File: config.mk
export PLATFORM = sky130hd
export DESIGN_NAME = pmsp_top
export DESIGN_NICKNAME = d
export VERILOG_FILES = /design/src/core/pmsp_pkg.sv /design/src/core/pmsp_clk_div.sv /design/src/core/pmsp_sync.sv /design/src/core/pmsp_top.sv
export VERILOG_INCLUDE_DIRS = /design/src /design/src/core
export SDC_FILE = /design/constraint.sdc
export NUM_CORES = 1
export LEC_CHECK = 0
export BUFFER_PORTS_ARGS = -buffer_cell sky130_fd_sc_hd__buf_2
export CORE_UTILIZATION = 59
export CTS_CLUSTER_DIAMETER = 30
export DETAILED_ROUTE_END_ITERATION = 16
export PLACE_DENSITY = 0.8
export RECOVER_POWER = 50
export SYNTH_ARGS = -nofsm -noshare
export SYNTH_HDL_FRONTEND = slang
export SYNTH_HIERARCHICAL = 1
export SYNTH_SLANG_ARGS = --single-unit
File: constraint.sdc
create_clock -name clk_i -period 6.5 [get_ports clk_i]
set_input_delay 0.325 -clock clk_i [delete_from_list [all_inputs] [get_ports clk_i]]
set_output_delay 0.325 -clock clk_i [all_outputs]
set_load 0.03 [all_outputs]
File: src/core/pmsp_defs.svh
`ifndef PMSP_DEFS_SVH
`define PMSP_DEFS_SVH

// Address width and register byte offsets.
`define PMSP_AW          12
`define PMSP_OFF_MCMD    12'h090
`define PMSP_OFF_DATA    12'h094
`define PMSP_OFF_CTL     12'h098

// Reset values.
`define PMSP_MCMD_RST    32'h00400000
`define PMSP_DATA_RST    32'h00000000

// Field positions.
`define PMSP_MCMD_SPD    20
`define PMSP_MCMD_FDX    18
`define PMSP_CTL_REG_LSB 0
`define PMSP_CTL_PHY_LSB 8
`define PMSP_CTL_WR      16
`define PMSP_CTL_BUSY    17
`define PMSP_CTL_EN_ALT  18
`define PMSP_CTL_EN      19

// Divider setting width and serial frame counts.
`define PMSP_DIV_W       8
`define PMSP_FRAME_LEN   7'd64
`define PMSP_DRIVE_RD    7'd46
`define PMSP_SAMPLE_1ST  7'd49
`define PMSP_ST_IDX      7'd32
`define PMSP_OP_IDX      7'd34
`define PMSP_TA_IDX      7'd46

`endif

File: src/core/pmsp_pkg.sv
package pmsp_pkg;

  typedef enum logic [1:0] {
    PMSP_IDLE  = 2'b01,
    PMSP_SHIFT = 2'b10
  } pmsp_state_e;

  typedef struct packed {
    logic       clk_en;
    logic       busy;
    logic       wr;
    logic [4:0] phy;
    logic [4:0] regn;
  } pmsp_ctl_s;

  typedef logic [63:0] pmsp_frame_t;

endpackage : pmsp_pkg

File: src/core/pmsp_clk_div.sv
`timescale 1ns/1ps
`include "pmsp_defs.svh"

module pmsp_clk_div import pmsp_pkg::*; (
  input  wire logic                   clk_i,   // System clock.
  input  wire logic                   reset_i, // Async reset, high.
  input  wire logic                   en_i,    // Run the clock.
  input  wire logic [`PMSP_DIV_W-1:0] div_i,   // Divider setting.
  output logic                        mdc_o,   // Serial clock level.
  output logic                        rise_o,  // Clock rises next edge.
  output logic                        fall_o   // Clock falls next edge.
);

  logic [`PMSP_DIV_W-1:0] cnt;
  logic [`PMSP_DIV_W-1:0] top;
  logic [`PMSP_DIV_W-1:0] half;

  // A setting of zero would ask for a full-rate clock, which a
  // registered divider cannot make; the period is held at two.
  assign top  = (div_i == '0) ? `PMSP_DIV_W'(1) : div_i;
  assign half = `PMSP_DIV_W'((9'(top) + 9'd1) >> 1);
  assign rise_o = en_i && (cnt == top);
  assign fall_o = en_i && (cnt == half - `PMSP_DIV_W'(1));

  always_ff @(posedge clk_i or posedge reset_i) begin
    if (reset_i) begin
      cnt <= '0;
    end else if (!en_i || cnt >= top) begin
      cnt <= '0;
    end else begin
      cnt <= cnt + `PMSP_DIV_W'(1);
    end
  end

  always_ff @(posedge clk_i or posedge reset_i) begin
    if (reset_i) begin
      mdc_o <= 1'b0;
    end else if (rise_o) begin
      mdc_o <= 1'b1;
    end else if (fall_o || !en_i) begin
      mdc_o <= 1'b0;
    end
  end

endmodule : pmsp_clk_div

File: src/core/pmsp_sync.sv
`timescale 1ns/1ps

module pmsp_sync import pmsp_pkg::*; (
  input  wire logic clk_i,   // System clock.
  input  wire logic reset_i, // Async reset, high.
  input  wire logic d_i,     // Pin level.
  output logic      q_o      // Synchronised level.
);

  logic meta;

  always_ff @(posedge clk_i or posedge reset_i) begin
    if (reset_i) begin
      meta <= 1'b1;
      q_o  <= 1'b1;
    end else begin
      meta <= d_i;
      q_o  <= meta;
    end
  end

endmodule : pmsp_sync

File: src/core/pmsp_top.sv
// Overview of operation
// - The serial clock runs at the system clock over divider plus one; a divider of zero gives two.
// - The serial clock stays still until the clock enable bit is set.
// - The serial clock only serves register access and may stop idle.
// - Writing busy and clock enable with write clear starts a read.
// - Busy reads one for the whole read and falls when it is done.
// - A finished read puts the returned value into the data register.
// - Write, busy and enable together send the data to the PHY.
// - Busy falls once the serial write has fully completed.
// - The speed and duplex bits are held and driven to the MAC.
//
// Added by the designer: the strobed register port.
`timescale 1ns/1ps
`include "pmsp_defs.svh"

module pmsp_top import pmsp_pkg::*; (
  input  wire logic                   clk_i,       // 200 MHz clock.
  input  wire logic                   reset_i,     // Async reset, high.
  input  wire logic [`PMSP_AW-1:0]    addr_i,      // Byte address.
  input  wire logic [31:0]            wdata_i,     // Write data.
  input  wire logic                   wr_i,        // Write strobe.
  input  wire logic                   rd_i,        // Read strobe.
  output logic      [31:0]            rdata_o,     // Read data.
  input  wire logic [`PMSP_DIV_W-1:0] mgmt_clock_divider_i, // Divider.
  output logic                        mdc_o,       // Serial clock pin.
  input  wire logic                   mdio_i,      // Data pin in.
  output logic                        mdio_o,      // Data pin out.
  output logic                        mdio_oe_o,   // Data pin drive.
  output logic                        speed_select_o,       // 100M mode.
  output logic                        full_duplex_select_o  // Full duplex.
);

  pmsp_state_e state;
  pmsp_ctl_s   ctl;
  logic [31:0] mac_command;
  logic [31:0] phy_mgmt_data;
  pmsp_frame_t tx_shift;
  logic [15:0] rx_shift;
  logic [6:0]  bit_idx;
  logic        mdio_s;
  logic        tick_rise;
  logic        tick_fall;
  logic        wr_ctl;
  logic        wr_data;
  logic        wr_mcmd;
  logic        start;
  logic        done;
  logic        wdata_en;

  function automatic pmsp_frame_t build_frame(
    input logic        wr,
    input logic [4:0]  phy,
    input logic [4:0]  regn,
    input logic [15:0] data
  );
    build_frame = {32'hffffffff, 2'b01,
                   wr ? 2'b01 : 2'b10, phy, regn,
                   wr ? 2'b10 : 2'b11, data};
  endfunction : build_frame

  assign wr_ctl  = wr_i && (addr_i == `PMSP_OFF_CTL);
  assign wr_data = wr_i && (addr_i == `PMSP_OFF_DATA);
  assign wr_mcmd = wr_i && (addr_i == `PMSP_OFF_MCMD);
  // Either enable position turns the clock on, since both are in use.
  assign wdata_en = wdata_i[`PMSP_CTL_EN] || wdata_i[`PMSP_CTL_EN_ALT];
  // A busy request without the enable would wait for a clock that
  // never comes, so it is not started.
  assign start = wr_ctl && !ctl.busy && wdata_i[`PMSP_CTL_BUSY]
                 && wdata_en;
  assign done  = (state == PMSP_SHIFT) && tick_fall
                 && (bit_idx == `PMSP_FRAME_LEN);

  pmsp_clk_div u_div (
    .clk_i   (clk_i),
    .reset_i (reset_i),
    .en_i    (ctl.clk_en),
    .div_i   (mgmt_clock_divider_i),
    .mdc_o   (mdc_o),
    .rise_o  (tick_rise),
    .fall_o  (tick_fall)
  );

  pmsp_sync u_sync (
    .clk_i   (clk_i),
    .reset_i (reset_i),
    .d_i     (mdio_i),
    .q_o     (mdio_s)
  );

  always_ff @(posedge clk_i or posedge reset_i) begin
    if (reset_i) begin
      mac_command <= `PMSP_MCMD_RST;
    end else if (wr_mcmd) begin
      mac_command <= wdata_i;
    end
  end

  assign speed_select_o       = mac_command[`PMSP_MCMD_SPD];
  assign full_duplex_select_o = mac_command[`PMSP_MCMD_FDX];

  always_ff @(posedge clk_i or posedge reset_i) begin
    if (reset_i) begin
      ctl <= '0;
    end else if (wr_ctl && !ctl.busy) begin
      ctl.clk_en <= wdata_en;
      ctl.busy   <= start;
      ctl.wr     <= wdata_i[`PMSP_CTL_WR];
      ctl.phy    <= wdata_i[`PMSP_CTL_PHY_LSB +: 5];
      ctl.regn   <= wdata_i[`PMSP_CTL_REG_LSB +: 5];
    end else if (done) begin
      ctl.busy <= 1'b0;
    end
  end

  always_ff @(posedge clk_i or posedge reset_i) begin
    if (reset_i) begin
      state <= PMSP_IDLE;
    end else begin
      unique case (state)
        PMSP_IDLE: begin
          if (start) begin
            state <= PMSP_SHIFT;
          end
        end
        PMSP_SHIFT: begin
          if (done) begin
            state <= PMSP_IDLE;
          end
        end
        default: begin
          state <= PMSP_IDLE;
        end
      endcase
    end
  end

  always_ff @(posedge clk_i or posedge reset_i) begin
    if (reset_i) begin
      phy_mgmt_data <= `PMSP_DATA_RST;
    end else if (wr_data && !ctl.busy) begin
      phy_mgmt_data <= wdata_i;
    end else if (done && !ctl.wr) begin
      phy_mgmt_data <= {16'h0000, rx_shift};
    end
  end

  // Bits leave on the falling edge so the PHY sees them settled at
  // the rising edge; a full half period of setup is kept.
  always_ff @(posedge clk_i or posedge reset_i) begin
    if (reset_i) begin
      tx_shift  <= '0;
      bit_idx   <= '0;
      mdio_o    <= 1'b0;
      mdio_oe_o <= 1'b0;
    end else if (start) begin
      tx_shift <= build_frame(wdata_i[`PMSP_CTL_WR],
                              wdata_i[`PMSP_CTL_PHY_LSB +: 5],
                              wdata_i[`PMSP_CTL_REG_LSB +: 5],
                              phy_mgmt_data[15:0]);
      bit_idx  <= '0;
    end else if (done) begin
      mdio_o    <= 1'b0;
      mdio_oe_o <= 1'b0;
    end else if (state == PMSP_SHIFT && tick_fall) begin
      mdio_o    <= tx_shift[63];
      mdio_oe_o <= ctl.wr || (bit_idx < `PMSP_DRIVE_RD);
      tx_shift  <= {tx_shift[62:0], 1'b0};
      bit_idx   <= bit_idx + 7'd1;
    end
  end

  // The sampled level lags the pin by the two synchroniser stages,
  // which bounds how fast the serial clock may be set.
  always_ff @(posedge clk_i or posedge reset_i) begin
    if (reset_i) begin
      rx_shift <= '0;
    end else if (state == PMSP_SHIFT && tick_rise && !ctl.wr
                 && bit_idx >= `PMSP_SAMPLE_1ST) begin
      rx_shift <= {rx_shift[14:0], mdio_s};
    end
  end

  always_ff @(posedge clk_i or posedge reset_i) begin
    if (reset_i) begin
      rdata_o <= '0;
    end else if (rd_i) begin
      unique case (addr_i)
        `PMSP_OFF_MCMD: rdata_o <= mac_command;
        `PMSP_OFF_DATA: rdata_o <= phy_mgmt_data;
        `PMSP_OFF_CTL: begin
          rdata_o <= '0;
          rdata_o[`PMSP_CTL_EN]   <= ctl.clk_en;
          rdata_o[`PMSP_CTL_BUSY] <= ctl.busy;
          rdata_o[`PMSP_CTL_WR]   <= ctl.wr;
          rdata_o[`PMSP_CTL_PHY_LSB +: 5] <= ctl.phy;
          rdata_o[`PMSP_CTL_REG_LSB +: 5] <= ctl.regn;
        end
        default: rdata_o <= '0;
      endcase
    end else begin
      rdata_o <= '0;
    end
  end
endmodule : pmsp_top

==> results of run 1 <==
## layout by cell type, fill, tap and decap left out, types with 3 or more instances in the layout
cell | synthesis | final
a21oi_1 | 44 | 43
nand4b_1 | 3 | 3
mux2i_1 | 99 | 99
nor3_1 | 28 | 29
dfstp_2 | 4 | 4
nor3b_1 | 4 | 4
nand2_1 | 40 | 40
a22o_1 | 16 | 16
nor4_1 | 3 | 3
clkinv_4 | 0 | 4
nor2b_1 | 3 | 3
nor4bb_1 | 3 | 3
ha_1 | 13 | 13
a211oi_1 | 8 | 8
clkinv_2 | 0 | 4
bufinv_16 | 0 | 4
a21o_1 | 4 | 4
xor2_1 | 13 | 13
clkbuf_1 | 23 | 43
and2_1 | 3 | 3
clkinvlp_4 | 0 | 4
buf_4 | 1 | 7
and3_1 | 4 | 4
clkbuf_16 | 0 | 38
inv_6 | 0 | 4
nand4_1 | 7 | 7
nand3_1 | 7 | 7
nand3b_1 | 3 | 3
nand2b_1 | 3 | 3
clkbuf_8 | 0 | 5
nor2_1 | 62 | 62
inv_1 | 15 | 14
xnor2_1 | 9 | 9
buf_2 | 10 | 55
or2_2 | 3 | 4
mux2_2 | 92 | 92
dfrtp_1 | 207 | 207
## final timing paths
check	from	end	slack [ns]	depth (start not counted)
max in group asynchronous	reset_i	tx_shift[23]	4.35	4
min in group asynchronous	reset_i	u_div/cnt[5]	0.49	3
setup / recovery	mgmt_clock_divider_i[5]	phy_mgmt_data[3]	1.83	13
hold / removal	wdata_i[21]	mac_command[21]	0.07	2
setup reg to reg	u_div/cnt[2]	phy_mgmt_data[3]	2.42	9
hold reg to reg	u_sync/meta	u_sync/q_o	0.36	0
## state kept, by name, summed over array words and instances, names as in the netlist, 2 cells and up
signal	cells
phy_mgmt_data	32
ctl	13
tx_shift	64
rx_shift	16
bit_idx	7
mac_command	32
rdata_o	32
u_div/cnt	8
state	2
## repair_timing
action,4_1_cts,5_1_grt
setup endpoints to repair,0,0
endpoints found under the hold margin,12,0
hold buffers,2,0
## kinds of logic (layout without fill, tap and decap cells)
logic type,after synthesis,count (layout)
other,0,1
AO/OA/AOI/OAI,91,91
XOR/XNOR,23,23
multiplexers,191,191
flip-flops,211,211
adder cells (fa/ha/maj),13,13
buffers and inverters,60,186
AND/OR/NAND/NOR,196,196
## critical path, stage by stage
cell and delay, ns:
buf_2 0.14, nor4_2 0.46, a31oi_1 0.22, ha_1 0.32
xnor3_1 0.36, xor2_1 0.14, or3_1 0.29, or4_1 0.45
nor3b_1 0.34, nand3b_1 0.29, nor4_4 0.99, mux2_2 0.43
mux2_2 0.27
## per-layer routing
metal / track usage, % / share of wire [%] / vias up
li1: - / - / 3017
met1: 36.2 / 44 / 3311
met2: 42.2 / 49 / 188
met3: 4.91 / 5.1 / 36
met4: 10.7 / 2.1 / 0
met5: 0 / 0 / -
## stage by stage
step           total power, mW  instances  setup WS (ns)  util, %
2_1_floorplan             1.65        785          0.724        -
3_3_place_gp              1.73       1058           1.62     64.2
3_5_place_dp              1.75       1058           1.44     64.2
4_1_cts                   3.72       1127           1.90     72.4
5_1_grt                   3.82       1127           1.58     72.0
6_report                  3.70       1128           1.83     72.0
## layout make-up
type                    instances  area, sq um
well taps                     216          270
repair buffers                104          498
clock inverters                21          256
fillers                      1108         4440
inverters                      15         63.8
multi-input cells             514         4040
diodes                          1         2.50
clock buffers                  46         1030
flip-flops and latches        211         5290
## power breakdown
group / internal [mW] / switching [mW] / leakage (nW)
clock network: 1.30 / 0.666 / 0.622
logic: 0.138 / 0.184 / 2.09
registers: 1.35 / 0.0576 / 2.91
==> metrics.yaml, run 1 <==
synth_fp_nets: 855
violations: "capacitance limit, slew limit"
netlist_area_sq_um: 9570
hold_viol_final: 0
max_slew_margin_pct: -89.5
synth_fa_ha_area_share_pct: 1.70
powerDensity_nw_per_um2: 323
rsz0062_at_grt: "no"
synthCells: 785
port_buffers: 93
p_leak_nw: 5.62
overflow: 0
synth_compound_area_share_pct: 6.17
yosysMostFrequentCell: "dfrtp_1"
wl_per_cell_microns: 18.7
cp_max_fo: 16
ys_seq_elements: 211
slew_violations: 66
vias: 6552
cp-end-kind: "flip-flop"
grt_max_degree: 119
synthSimpleGateAreaFrac_pct: 10.6
drc_errors: 0
crit_arrival_ns: 5.04
critical_path_required_ns: 6.86
yosysSeqAreaShare_pct: 55.2
yosys_most_used_dff: "dfrtp_1"
drtPass1Iterations: 5
synthXorXnorAreaFrac_pct: 2.25
layout_min_cycle_time_ns: 4.67
wirelength_microns: 21100
synth_mux_area_share_pct: 21.2
ys.warnings.count: 6
post_cts.resized_instances: 0
drive_gt1_share_pct: 26.1
root_buffer: "clkbuf_16"
synth.top_cells.by_count: "207 x dfrtp_1, 99 x mux2i_1, 92 x mux2_2"
hold_path.class: "in -> reg"
dpl_cell_area_sq_um: 10200
final.setup.tns_ns: 0
max_slew.worst_pin.slew_ns: 2.84
clockBufferDepth: 3
grt_pass1_vias: 6838
clock.fmax_ghz: 0.214
ios: 94
ys_types: 63
die_h_microns: 129
synth_top_area_share_pct: 54.1
cts_sinks: 211
dieWidth_microns: 129
grt_use_total_pct: 26.5
synth_top_family_by_area: "multiplexers"
status: "complete, but fails checks"
min_period_over_period_pct: 71.9
die_area_sq_um: 16700
initial_utilization_pct: 60.2
final_area_sq_um: 11400
grt_pass1_wl_microns: 34600
whs_ns: 0.0703
cap_violations: 2
via_per_inst: 5.81
row_count: 46
dp_hpwl_microns: 12700
nets: 954
first_iter_violations: 453
synthArstFlopShare_pct: 100
finClkSkew_ns: 0.0167
htreeDepth: 2
globalplace.congestion: 0.807
clk_pin_slew_ns: 0.05
synth_edf_count: 0
critPathLaunchType: "primary input"
synthToLayoutAreaGrowth_pct: 19.6
clk_latency_ns: 0.50
peakVddDrop_mv: 0.290
antenna_found_initial: 0
synth.area.top_cells: "dfrtp_1 54%, mux2_2 11%, mux2i_1 10%"
worst-setup-path-type: "in -> reg"
ant_nets: 0
synth_area_per_cell_sq_um: 12.2
cts_buffers: 38
cts_tree: "built"
setup_viol: 0
yosys.area.top_type: "dfrtp_1"
coreArea_sq_um: 15900
cts_setup_buffers: 0
Power figures use the tool's default switching activity.
==> run 2, diff against run 1 <==
Clock period 6.5 ns to 4.5 ns, I/O delays scaled along.
==> metrics.yaml, run 2 (synthesis gave the netlist of run 1 again) <==
clk_pin_slew_ns: 0.05  # about the same
layout_min_cycle_time_ns: 4.05
finClkSkew_ns: 0.0104  # was 0.0167 ns
initial_utilization_pct: 60.2  # unchanged
final_common_cell: "dfrtp_1"  # unchanged
r2r_start: "u_div/cnt[2]"  # unchanged
min_period_over_period_pct: 89.9
die_h_microns: 129  # unchanged
clockBufferDepth: 3  # unchanged
row_count: 46  # unchanged
final.setup.tns_ns: 0  # unchanged
ff2ff_path_depth: 10  # was 9
max_slew.worst_pin.slew_ns: 2.22  # was 2.84 ns
ios: 94  # unchanged
layout_common_cells: "207 x dfrtp_1, 99 x mux2i_1, 92 x mux2_2"  # unchanged
slew_violations: 170  # was 66
root_buffer: "clkbuf_16"  # unchanged
violations: "capacitance limit, slew limit"  # unchanged
cp_max_fo: 16  # unchanged
wirelength_microns: 21500  # was 21100 microns
grt_pass1_vias: 7080  # was 6838
cp-end-kind: "flip-flop"  # unchanged
min_from: "wdata_i[16]"  # was wdata_i[21]
antenna_found_initial: 1  # was 0
post_cts.resized_instances: 0  # unchanged
coreArea_sq_um: 15900  # unchanged
htreeDepth: 2  # unchanged
drtPass1Iterations: 4  # was 5
crit_arrival_ns: 4.42  # was 5.04 ns
worst-setup-path-type: "in -> reg"  # unchanged
final_area_sq_um: 11700  # was 11400 sq um
hold_path_end: "tx_shift[16]"  # was mac_command[21]
largest_reg_flops: 64  # unchanged
die_area_sq_um: 16700  # unchanged
first_iter_violations: 458  # was 453
hold_viol_final: 0  # unchanged
port_buffers: 93  # unchanged
post-route-util_pct: 73.5  # was 72.0%
grt_use_total_pct: 27.3  # was 26.5%
synthToLayoutAreaGrowth_pct: 21.9  # was 19.6%
drive_gt1_share_pct: 25.8  # was 26.1%
cts_buffers: 36  # was 38
dieWidth_microns: 129  # unchanged
power_mw: 5.40  # was 3.70 mW
min_path_cells: 2  # unchanged
p_leak_nw: 5.72  # was 5.62 nW
powerDensity_nw_per_um2: 463  # was 323 nW/um^2
r2r-end: "phy_mgmt_data[0]"  # was phy_mgmt_data[3]
grt_pass1_wl_microns: 35600  # was 34600 microns
clock.fmax_ghz: 0.247
status: "complete, but fails checks"  # unchanged
r2r_slack_ns: 0.92  # was 2.42 ns
cts_tree: "built"  # unchanged
cts_sinks: 211  # unchanged
critical_path_required_ns: 4.87  # was 6.86 ns
vias: 6687  # was 6552
fillers: 1056  # was 1108
max_slew_margin_pct: -48.1  # was -89.5%
critPathLaunchType: "primary input"  # unchanged
overflow: 0  # unchanged
setup_viol: 0  # unchanged
rsz0062_at_grt: "no"  # unchanged
dp_hpwl_microns: 12800  # was 12700 microns
globalplace.congestion: 0.823  # was 0.807
dpl_cell_area_sq_um: 10200  # about the same
clk_latency_ns: 0.50  # about the same
ant_nets: 0  # unchanged
via_per_inst: 5.83  # was 5.81
largest-register: "tx_shift"  # unchanged
cap_violations: 1  # was 2
wl_per_cell_microns: 18.8  # was 18.7 microns
hold_path.class: "in -> reg"  # unchanged
cts_setup_buffers: 0  # unchanged
drc_errors: 0  # unchanged
nets: 974  # was 954
grt_max_degree: 170  # was 119
peakVddDrop_mv: 0.353  # was 0.290 mV
==> run 2: cell types whose count changed in the layout (fill, tap and decap cells not counted), sizes merged <==
cell,previous run,this run
buf,62,66
bufinv,4,6
clkbuf,86,83
clkinv,9,6
dlygate4sd3,2,20
inv,19,20
==> run 2: how the worst max path moves through the flow <==
stage | from | to | slack (ns) | cells past startpoint
2_1_floorplan | mgmt_clock_divider_i[4] | phy_mgmt_data[0] | 0.32 | 14
3_3_place_gp | mgmt_clock_divider_i[5] | phy_mgmt_data[6] | 0.17 | 14
6_report | mgmt_clock_divider_i[5] | phy_mgmt_data[0] | 0.45 | 14
5_1_grt | mgmt_clock_divider_i[5] | phy_mgmt_data[9] | 0.16 | 14
3_5_place_dp | mgmt_clock_divider_i[5] | phy_mgmt_data[0] | 0.1 | 14
4_1_cts | mgmt_clock_divider_i[5] | phy_mgmt_data[0] | 0.50 | 14
==> run 2: critical path, cell delays in order <==
cell and delay, ns:
buf_2 0.14, nor4_2 0.43, a31oi_1 0.21, ha_1 0.30, xnor3_1 0.36, xor2_1 0.14
or3_1 0.29, or4_1 0.45, nor3b_1 0.35, nand3b_1 0.27, nor4_2 0.24, buf_4 0.34
mux2_2 0.38, mux2_2 0.28
==> run 2: repair_timing <==
item	4_1_cts	5_1_grt
hold buffers	20	0
setup endpoints to repair	0	0
endpoints found under the hold margin	78	0
==> run 2: layer usage <==
metal	up-vias	GRT usage, %	share of wire [%]
met4	0	10.9	2.6
li1	3048	-	-
met2	175	46.5	51
met3	55	5.16	4.5
met5	-	0	0
met1	3409	34.6	42
==> run 2: report_power, final <==
group,switching (mW),internal [mW]
combinational,0.266,0.207
clock,0.958,1.93
sequential,0.0834,1.96
==> run 2: layout make-up <==
| type | count | area (sq um) | share of cell area [%] |
|---|---|---|---|
| sequential | 211 | 5290 | 45.3 |
| inverter | 15 | 57.6 | 0.493 |
| multi-input combinational | 514 | 4020 | 34.5 |
| clock inverter | 21 | 302 | 2.58 |
| clock buffer | 43 | 988 | 8.47 |
| antenna | 1 | 2.50 | 0.0214 |
| tap | 216 | 270 | 2.32 |
| timing repair buffer | 126 | 739 | 6.34 |
==> run 2: metrics by stage <==
stage,worst slack [ns],instances,hold slack [ns]
2_1_floorplan,0.324,785,0.0529
3_3_place_gp,0.173,1062,0.261
3_5_place_dp,0.0975,1062,0.269
4_1_cts,0.496,1146,0.00253
5_1_grt,0.159,1147,0.0180
6_report,0.453,1147,0.00798
